$ cat src/rtl/led_sink_pkg.sv
// constants and carrier types for the led sink shift/latch block
// Operation
// - shift register advances on each shift clock rise
// - serial input enters the first stage
// - latches transparent while strobe is high
// - undriven strobe reads low, latches hold (not modelled: the latch_strobe input has no pull-down)
// - enable low drives sinks from latched bits
// - enable high blanks every sink channel
// - undriven enable reads high, sinks blanked (not modelled: the channel_enable_n input has no pull-up)
// - strobe and enable also select special modes
// - serial chain output carries shifted-out data
// - shift register and latch sixteen bits wide
// - one error bit per channel recorded
package led_sink_pkg;

  // ------------------------------------------------------------
  // sizes and reset values
  // ------------------------------------------------------------
  localparam int          CHANNELS      = 16;
  localparam logic [15:0] SHIFT_RESET   = 16'h0000;
  localparam logic [15:0] LATCH_RESET   = 16'h0000;
  localparam logic [15:0] SINK_OFF      = 16'h0000;
  localparam logic [15:0] ERROR_RESET   = 16'h0000;
  localparam logic [1:0]  MODE_SEQ_LEN  = 2'h3;

  // ------------------------------------------------------------
  // operating modes
  // ------------------------------------------------------------
  typedef enum logic [1:0] {
    MODE_NORMAL  = 2'b00,
    MODE_ERR_DET = 2'b01,
    MODE_CUR_ADJ = 2'b10
  } op_mode_e;

  // ------------------------------------------------------------
  // control pins as one carrier
  // ------------------------------------------------------------
  typedef struct packed {
    logic shift_clk;
    logic serial_in;
    logic latch_strobe;
    logic channel_enable_n;
  } ctrl_pins_s;

endpackage

$ cat src/rtl/led_sink_edge.sv
// rising and falling edge detector for one sampled pin
`timescale 1ns/1ps
`default_nettype none
module led_sink_edge (
  // clock, reset, enable
  input  wire logic sys_clk,
  input  wire logic reset,
  input  wire logic clk_en,
  // pin and edges
  input  wire logic pin,
  output logic      rise,
  output logic      fall
);
  logic prev_q;

  always_ff @(posedge sys_clk) begin
    if (reset) begin
      prev_q <= 1'b0;
    end else if (clk_en) begin
      prev_q <= pin;
    end
  end

  assign rise = clk_en & pin & ~prev_q;
  assign fall = clk_en & ~pin & prev_q;
endmodule
`default_nettype wire

$ cat src/rtl/led_sink_serial_shift_latch.sv
// sixteen channel serial-in parallel-out sink driver control logic
`timescale 1ns/1ps
`default_nettype none
module led_sink_serial_shift_latch (
  // clock, reset, enable
  input  wire logic                    sys_clk,
  input  wire logic                    reset,
  input  wire logic                    clk_en,
  // control pins, synchronous to sys_clk
  input  wire led_sink_pkg::ctrl_pins_s pins,
  // per channel fault sense
  input  wire logic [15:0]             fault_sense,
  // outputs
  output logic [15:0]                  sink_channels,
  output logic                         serial_chain_out,
  output logic [1:0]                   mode,
  output logic [15:0]                  error_bits
);
  import led_sink_pkg::*;

  // ------------------------------------------------------------
  // state
  // ------------------------------------------------------------
  logic [15:0] shift_q;
  logic [15:0] shift_d;
  logic [15:0] latch_q;
  logic [15:0] latch_d;
  logic [15:0] sink_q;
  logic [15:0] sink_d;
  logic [15:0] err_q;
  logic [15:0] err_d;
  logic        sdo_q;
  logic [1:0]  seq_cnt_q;
  logic [1:0]  seq_cnt_d;
  op_mode_e    mode_q;
  op_mode_e    mode_d;

  // ------------------------------------------------------------
  // edge detection of shift clock and strobe
  // ------------------------------------------------------------
  logic sclk_rise;
  logic le_rise;
  logic le_fall;

  led_sink_edge u_sclk_edge (
    .sys_clk (sys_clk),
    .reset   (reset),
    .clk_en  (clk_en),
    .pin     (pins.shift_clk),
    .rise    (sclk_rise),
    .fall    ()
  );

  led_sink_edge u_le_edge (
    .sys_clk (sys_clk),
    .reset   (reset),
    .clk_en  (clk_en),
    .pin     (pins.latch_strobe),
    .rise    (le_rise),
    .fall    (le_fall)
  );

  // ------------------------------------------------------------
  // datapath decode
  // ------------------------------------------------------------
  wire shift_now = sclk_rise;
  wire oe_on     = ~pins.channel_enable_n;
  wire seq_arm   = pins.channel_enable_n & pins.latch_strobe;
  wire seq_step  = sclk_rise & seq_arm;

  // first stage takes serial input
  assign shift_d = shift_now ? {shift_q[14:0], pins.serial_in}
                             : shift_q;
  // transparent while high, frozen once low
  assign latch_d = pins.latch_strobe ? shift_d : latch_q;
  // blank unless enable is low
  assign sink_d  = oe_on ? latch_d : SINK_OFF;

  // three shift clock rises with enable and strobe both held high pick a
  // mode; the count holds between rises, since a rise needs a low sample
  assign seq_cnt_d = ~seq_arm ? 2'h0
                   : ~seq_step ? seq_cnt_q
                   : (seq_cnt_q == MODE_SEQ_LEN) ? seq_cnt_q
                   : seq_cnt_q + 2'h1;

  always_comb begin
    mode_d = mode_q;
    case (mode_q)
      MODE_NORMAL: begin
        if (seq_step && seq_cnt_q == MODE_SEQ_LEN - 2'h1) begin
          mode_d = pins.serial_in ? MODE_CUR_ADJ : MODE_ERR_DET;
        end
      end
      MODE_ERR_DET: begin
        if (le_fall) begin
          mode_d = MODE_NORMAL;
        end
      end
      MODE_CUR_ADJ: begin
        if (le_fall) begin
          mode_d = MODE_NORMAL;
        end
      end
      default: begin
        mode_d = MODE_NORMAL;
      end
    endcase
  end

  // error capture: one bit per channel, only driven channels
  wire err_cap = (mode_q == MODE_ERR_DET) & oe_on;
  assign err_d = err_cap ? (fault_sense & latch_q) : err_q;

  // ------------------------------------------------------------
  // registers
  // ------------------------------------------------------------
  // shift register and chain output
  always_ff @(posedge sys_clk) begin
    if (reset) begin
      shift_q <= SHIFT_RESET;
      sdo_q   <= 1'b0;
    end else if (clk_en) begin
      shift_q <= shift_d;
      sdo_q   <= shift_d[CHANNELS-1];
    end
  end

  // output latch and registered sinks
  always_ff @(posedge sys_clk) begin
    if (reset) begin
      latch_q <= LATCH_RESET;
      sink_q  <= SINK_OFF;
    end else if (clk_en) begin
      latch_q <= latch_d;
      sink_q  <= sink_d;
    end
  end

  // error register
  always_ff @(posedge sys_clk) begin
    if (reset) begin
      err_q <= ERROR_RESET;
    end else if (clk_en) begin
      err_q <= err_d;
    end
  end

  // mode sequence counter and mode state
  always_ff @(posedge sys_clk) begin
    if (reset) begin
      seq_cnt_q <= 2'h0;
      mode_q    <= MODE_NORMAL;
    end else if (clk_en) begin
      seq_cnt_q <= seq_cnt_d;
      mode_q    <= mode_d;
    end
  end

  assign sink_channels    = sink_q;
  assign serial_chain_out = sdo_q;
  assign mode             = mode_q;
  assign error_bits       = err_q;
endmodule
`default_nettype wire

$ cat config.mk
export PLATFORM = sky130hd
export DESIGN_NAME = led_sink_serial_shift_latch
export DESIGN_NICKNAME = d
export VERILOG_FILES = /design/src/rtl/led_sink_pkg.sv /design/src/rtl/led_sink_edge.sv /design/src/rtl/led_sink_serial_shift_latch.sv
export SDC_FILE = /design/constraint.sdc
export NUM_CORES = 1
export LEC_CHECK = 0
export ABC_AREA = 0
export BUFFER_PORTS_ARGS = -buffer_cell sky130_fd_sc_hd__buf_2
export CORE_ASPECT_RATIO = 2
export CORE_MARGIN = 3
export CORE_UTILIZATION = 25
export DETAILED_ROUTE_END_ITERATION = 12
export GPL_TIMING_DRIVEN = 0
export PLACE_DENSITY_LB_ADDON = 0.2
export SLEW_MARGIN = 20
export SYNTH_ARGS = -nofsm -noshare
export SYNTH_HDL_FRONTEND = slang
export SYNTH_SLANG_ARGS = --single-unit
$ cat constraint.sdc
create_clock -name sys_clk -period 2.1 [get_ports sys_clk]
set_input_delay 0.105 -clock sys_clk [delete_from_list [all_inputs] [get_ports sys_clk]]
set_output_delay 0.105 -clock sys_clk [all_outputs]
set_load 0.05 [all_outputs]
==> results of run 1 <==
[registers in the layout (all words and copies together), names as in the netlist]
register	count
error_bits	16
latch_q	16
mode	2
seq_cnt_q	2
shift_q	16
sink_channels	16
u_le_edge.prev_q	1
u_sclk_edge.prev_q	1
[logic make-up (layout without fill, tap and decap cells)]
kind of cell | after synthesis | after routing | share of synthesized area (%)
adder cells (fa/ha/maj) | 4 | 4 | 1.89
multiplexers | 16 | 16 | 6.04
flip-flops | 70 | 70 | 52.8
buffers and inverters | 24 | 98 | 6.04
AND/OR/NAND/NOR | 87 | 87 | 15.8
AO/OA/AOI/OAI | 73 | 73 | 17.4
[metrics by stage]
step | worst slack (ns) | total power, mW | std cells | area [um^2]
finish | 0.618 | 3.09 | 483 | 3420
global route | 0.465 | 3.19 | 483 | 3420
CTS | 0.604 | 3.14 | 483 | 3420
detailed placement | 0.560 | 1.58 | 466 | 3110
global placement | 0.550 | 1.58 | 466 | 3110
floorplan | 0.447 | 1.51 | 274 | 2650
[worst max-delay path by stage]
stage	from	end	slack [ns]	cells past startpoint
floorplan	mode[1]	error_bits[1]	0.45	7
detailed placement	clk_en	sink_channels[6]	0.56	6
global route	mode[1]	error_bits[4]	0.46	6
global placement	clk_en	sink_channels[14]	0.55	6
CTS	mode[1]	error_bits[6]	0.60	6
finish	mode[1]	error_bits[6]	0.62	6
[synthesized netlist by cell type]
master,count,area [um^2]
nand2_1,18,67.6
nand2_2,1,6.26
mux2i_1,16,160
nor3b_1,1,7.51
and3b_1,1,8.76
a21oi_1,19,95.1
buf_2,4,20.0
or3_4,1,11.3
nand4_1,1,6.26
clkbuf_1,6,22.5
a211oi_1,15,113
ha_1,4,50.1
buf_6,5,56.3
nor2_1,36,135
o22ai_1,2,12.5
dfxtp_1,70,1400
nor4b_4,1,23.8
nand3_1,16,80.1
nand4b_1,1,8.76
inv_1,5,18.8
and2_1,1,6.26
o21ai_1,10,50.1
nor3_1,1,5.00
a22oi_1,16,120
a2bb2oi_1,1,8.76
buf_12,1,20.0
nand3b_1,3,22.5
buf_4,3,22.5
a211oi_2,1,12.5
nand2b_1,5,31.3
o21ai_0,8,40.0
a221oi_1,1,8.76
[worst reg2reg max path, cell delays in order, from the launching register on]
cell and delay [ns]:
dfxtp_1 0.35, inv_1 0.07, ha_1 0.19, nand3b_1 0.23, buf_2 0.35, nand2_1 0.10
a21oi_1 0.12
[layer usage]
layer  wire length [um]  part of all wire, %
met4                226                  3.1
met1               2740                   38
met3                195                  2.7
met5                  0                    0
met2               4120                   57
[report_power, final]
part           switching [mW]  internal, mW
registers              0.0194          1.35
logic                   0.105        0.0686
clock network           0.585         0.955
total                   0.709          2.38
[repair_timing]
item / in CTS / in global routing
resized for setup: 0 / 0
endpoints found under the hold margin: 1 / 0
hold buffers: 1 / 0
[area by class of cell]
| type | instances | share of cell area (%) |
|---|---|---|
| plain buffers | 19 | 4.13 |
| clock buffers | 10 | 6.98 |
| clock inverters | 6 | 2.01 |
| inverters | 5 | 0.548 |
| multi-input cells | 180 | 31.9 |
| flip-flops and latches | 70 | 40.9 |
| well taps | 135 | 4.93 |
| repair buffers | 58 | 8.62 |
[placed cells by master (no fill, tap or decap), types with 2 or more instances in the layout]
cell type,n
buf_4,3
inv_1,5
clkinvlp_4,4
o21ai_1,10
mux2i_1,16
o22ai_1,2
nand3_1,16
ha_1,4
nand2b_1,5
a211oi_1,15
buf_2,61
buf_6,5
o21ai_0,8
nor2_1,36
clkbuf_1,6
dfxtp_1,70
clkbuf_16,9
nand3b_1,3
nand2_1,18
a22oi_1,16
a21oi_1,19
==> flow_summary.toml, run 1 <==
[worst_setup_path]
worstPathArrival_ns = 1.74
cpLargestDelayFamily = "buffers and inverters"
cp_max_fo = 10
worstPathRequired_ns = 2.35
crit_buf_inv = 2
r2r_end = "error_bits[6]"
reg2reg_depth = 6
r2r_start = "mode[1]"
criticalPathCategory = "flop to flop"
crit_path_end_kind = "flop"
critPathLaunchType = "flop"
cp_slowest_cell = "dfxtp_1"
rrSetupSlack_ns = 0.62
cpPeakStageDelay_ns = 0.35
crit_chain = "inv_1 > ha_1 > nand3b_1 > buf_2 > nand2_1 > a21oi_1"

[run_status]
outcome = "finished clean"

[logic_synthesis]
seq_area_frac_synth_pct = 52.8
synth-seq-cells = 70
syn_inst = 274
synth_warnings = 0
synth_area_um2 = 2650
avgSynthCellArea_um2 = 9.68
yosysUniqueCellTypes = 32
syn_nets = 301

[die]
core_area_um2 = 10200
initial_core_util_pct = 26.0
dieWidth_um = 78.8
pin_count = 58
fp.dieH_um = 152
fp-row-count = 52
die-area_um2 = 12000

[clock_tree]
path_clk_slew_ns = 0.06
htreeDepth = 3
cts_made_buffers = 9
cts_root_buf = "clkbuf_16"
cts.sinks = 70
clock_path_buffers = 2
cts_tree = "built"
worstSkewPairLatency_ns = 0.33
cts_setup_buffers = 0

[sta]
final.setup_skew_ns = 0.00448
maxSlewViolCount = 0
setup_violations = 0
rsz0062_at_grt = "false"
hold_ws_ns = 0.0379
worst_pin_slew_ns = 0.632
fin_crit_ns = 1.48
slew_headroom_pct = 57.7
hold_viol = 0
fmax_ghz = 0.675
fin_setup_tns_ns = 0
period_share_pct = 70.5

[hold_path]
worstHoldEndpoint = "error_bits[9]"
hold_depth = 3
hold_path_class = "input pin to flop"
min-delay-start = "fault_sense[9]"

[global_route]
gr-total-overflow = 0
grt_use_met1_pct = 13.2
grt_pass1_wl_um = 11200
use_met2_pct = 23.5
use_met3_pct = 2.72
first_global_vias = 2143
grt_use_total_pct = 12.8
grt_max_degree = 14
antenna_found_initial = 0
gr-max-usage-layer = "met2"

[layout]
ff_latch_area_um2 = 1400
fillers = 1063
drive_above_1_share_pct = 25.9
finalNetCount = 370
area_growth_syn_to_layout_pct = 29.1
multi_input_area_um2 = 1090
post-route-util_pct = 33.5
diodes = 0

[drt]
ant_nets = 0
drcViolationCount = 0
post_drt_wl_per_cell_um = 15.1
drtPass1Iterations = 4
wl_um = 7280
drtIter0Drc = 107
vias_per_cell = 4.54
dr_total_vias = 2195

[pwr]
power_density_nw_per_um2 = 901
vdd_drop_max_mv = 0.522
leakage_nw = 1.43

[flow_run]
cap_violations = 0

[place]
hpwl_um = 5420
io_buffers = 57
gp_congestion = 0.792
Note: power is estimated with default switching activity, not from simulation.
==> run 2: changes to the inputs <==
Clock period 2.1 ns to 1.3 ns, I/O delays scaled along.
==> flow_summary.toml, run 2 (synthesis results as in run 1) <==
[run_status]
outcome = "finished, violations left"
failed_checks = "negative setup slack"

[global_route]
grt_pass1_wl_um = 11700
first_global_vias = 2210
gr-total-overflow = 0
grt_use_total_pct = 13.3
antenna_found_initial = 0
grt_max_degree = 11

[sta]
maxSlewViolCount = 0
period_share_pct = 101
fmax_ghz = 0.761
hold_viol = 0
slew_headroom_pct = 55.7
setup_violations = 2
worst_pin_slew_ns = 0.665
worst_slack_ns = -0.0143
fin_crit_ns = 1.31
fin_setup_tns_ns = -0.0248
rsz0062_at_grt = "true"
final.setup_skew_ns = 0.00542

[worst_setup_path]
worstPathArrival_ns = 1.56
critPathLaunchType = "flop"
r2r_start = "u_sclk_edge.prev_q"
cp_slowest_cell = "dfxtp_2"
crit_chain = "nand3b_1 > buf_4 > buf_6 > mux2i_4 > a211oi_1"
crit_path_end_kind = "flop"
critical_path_depth = 5
criticalPathCategory = "flop to flop"
crit_buf_inv = 2
cp_max_fo = 4
worstPathRequired_ns = 1.54
cp-startpoint = "u_sclk_edge.prev_q"
crit_end = "latch_q[3]"
reg2reg_depth = 5
cpPeakStageDelay_ns = 0.32
cpLargestDelayFamily = "flip-flops"
rrSetupSlack_ns = -0.01
r2r_end = "latch_q[3]"

[clock_tree]
path_clk_slew_ns = 0.05
htreeDepth = 3
cts_tree = "built"
cts_made_buffers = 9
cts.sinks = 70
worstSkewPairLatency_ns = 0.33
cts_root_buf = "clkbuf_16"
clock_path_buffers = 2

[place]
hpwl_um = 5350
gp_congestion = 0.742
dpl-instance-area_um2 = 3130
io_buffers = 57

[drt]
drcViolationCount = 0
wl_um = 7660
post_drt_wl_per_cell_um = 15.4
ant_nets = 0
drtIter0Drc = 120
vias_per_cell = 4.63
drtPass1Iterations = 4
dr_total_vias = 2301

[layout]
layout_common_cells = "dfxtp_1 (65), buf_2 (59), nor2_1 (35), nand2_1 (18)"
post-route-cell-area_um2 = 3880
drive_above_1_share_pct = 35.4
ff_latch_area_um2 = 1410
final_common_cell = "dfxtp_1"
area_growth_syn_to_layout_pct = 46.1
fillers = 1060
multi_input_area_um2 = 1330
finalNetCount = 387
diodes = 0

[die]
dieWidth_um = 78.8
pin_count = 58
fp-row-count = 52
die-area_um2 = 12000
fp.dieH_um = 152
initial_core_util_pct = 26.0
core_area_um2 = 10200

[pwr]
switching_share_pct = 21.4
power_density_nw_per_um2 = 1310
power_switching_mw = 1.09
power_frac_clock_pct = 49.2
p_int_mw = 4.00
vdd_drop_max_mv = 0.650
leakage_nw = 1.49
seqPwrFrac_pct = 43.5
combPwrFrac_pct = 7.2
p_total_mw = 5.09

[flow_run]
cap_violations = 0

[hold_path]
hold_path_class = "input pin to flop"
-- run 2: cell count changes in the layout (fill, tap and decap cells not counted), sizes merged --
| cell | previous run | this run |
|---|---|---|
| dlygate4sd3 | 1 | 13 |
| inv | 6 | 5 |
| buf | 70 | 73 |
| clkinvlp | 4 | 0 |
| bufinv | 1 | 2 |
| clkbuf | 16 | 19 |
-- run 2: tightest hold or removal path, stage by stage --
cell and delay [ns]:
buf_2 0.11, nand3_4 0.07, a21oi_2 0.04
-- run 2: power groups by stage --
stage               clock network [mW]  logic, mW  registers, mW
floorplan                            0      0.162           2.27
global placement                     0      0.278           2.26
detailed placement                   0      0.282           2.26
CTS                               2.56      0.326           2.22
global route                      2.66      0.397           2.22
finish                            2.51      0.367           2.22
-- run 2: worst min-delay path by stage --
stage	cells past startpoint	to	startpoint	slack, ns
after floorplan	1	mode[0]	pins[2]	0.15
after global placement	2	mode[0]	pins[2]	0.26
after detailed placement	2	mode[0]	pins[2]	0.27
after CTS	3	error_bits[9]	fault_sense[9]	0.002
after global routing	3	error_bits[9]	fault_sense[9]	0.005
final	3	error_bits[2]	fault_sense[2]	0.008
-- run 2: per-layer routing --
layer	share of wire (%)	global-route usage, %
met1	39	13.9
met2	55	23.9
met3	3.4	3.67
met4	2.7	6.80
met5	0	0
-- run 2: metrics by stage --
step           setup WS, ns  cells  utilization, %  hold slack, ns
6_report            -0.0143    497            37.9         0.00818
5_1_grt             -0.0827    497            37.9         0.00519
4_1_cts             -0.0465    493            36.1         0.00238
3_5_place_dp         -0.214    466            30.7           0.266
3_3_place_gp         -0.194    466            30.7           0.257
2_1_floorplan       -0.0186    274               -           0.149
-- run 2: repair_timing --
action / in CTS / in global routing
pin swaps: 7 / 22
cloned: 1 / 2
hold endpoints to repair: 13 / 0
resized for setup: 21 / 35
buffers inserted: 1 / 2
hold buffers: 13 / 0
setup endpoints to repair: 35 / 49
-- run 2: layout make-up --
cell class / instances / area share (%)
Tap cell: 135 / 4.36
Sequential cell: 70 / 36.4
Multi-Input combinational cell: 180 / 34.4
Buffer: 18 / 3.78
Inverter: 5 / 0.549
Timing Repair Buffer: 76 / 12.9
Clock buffer: 11 / 6.00
Clock inverter: 2 / 1.55
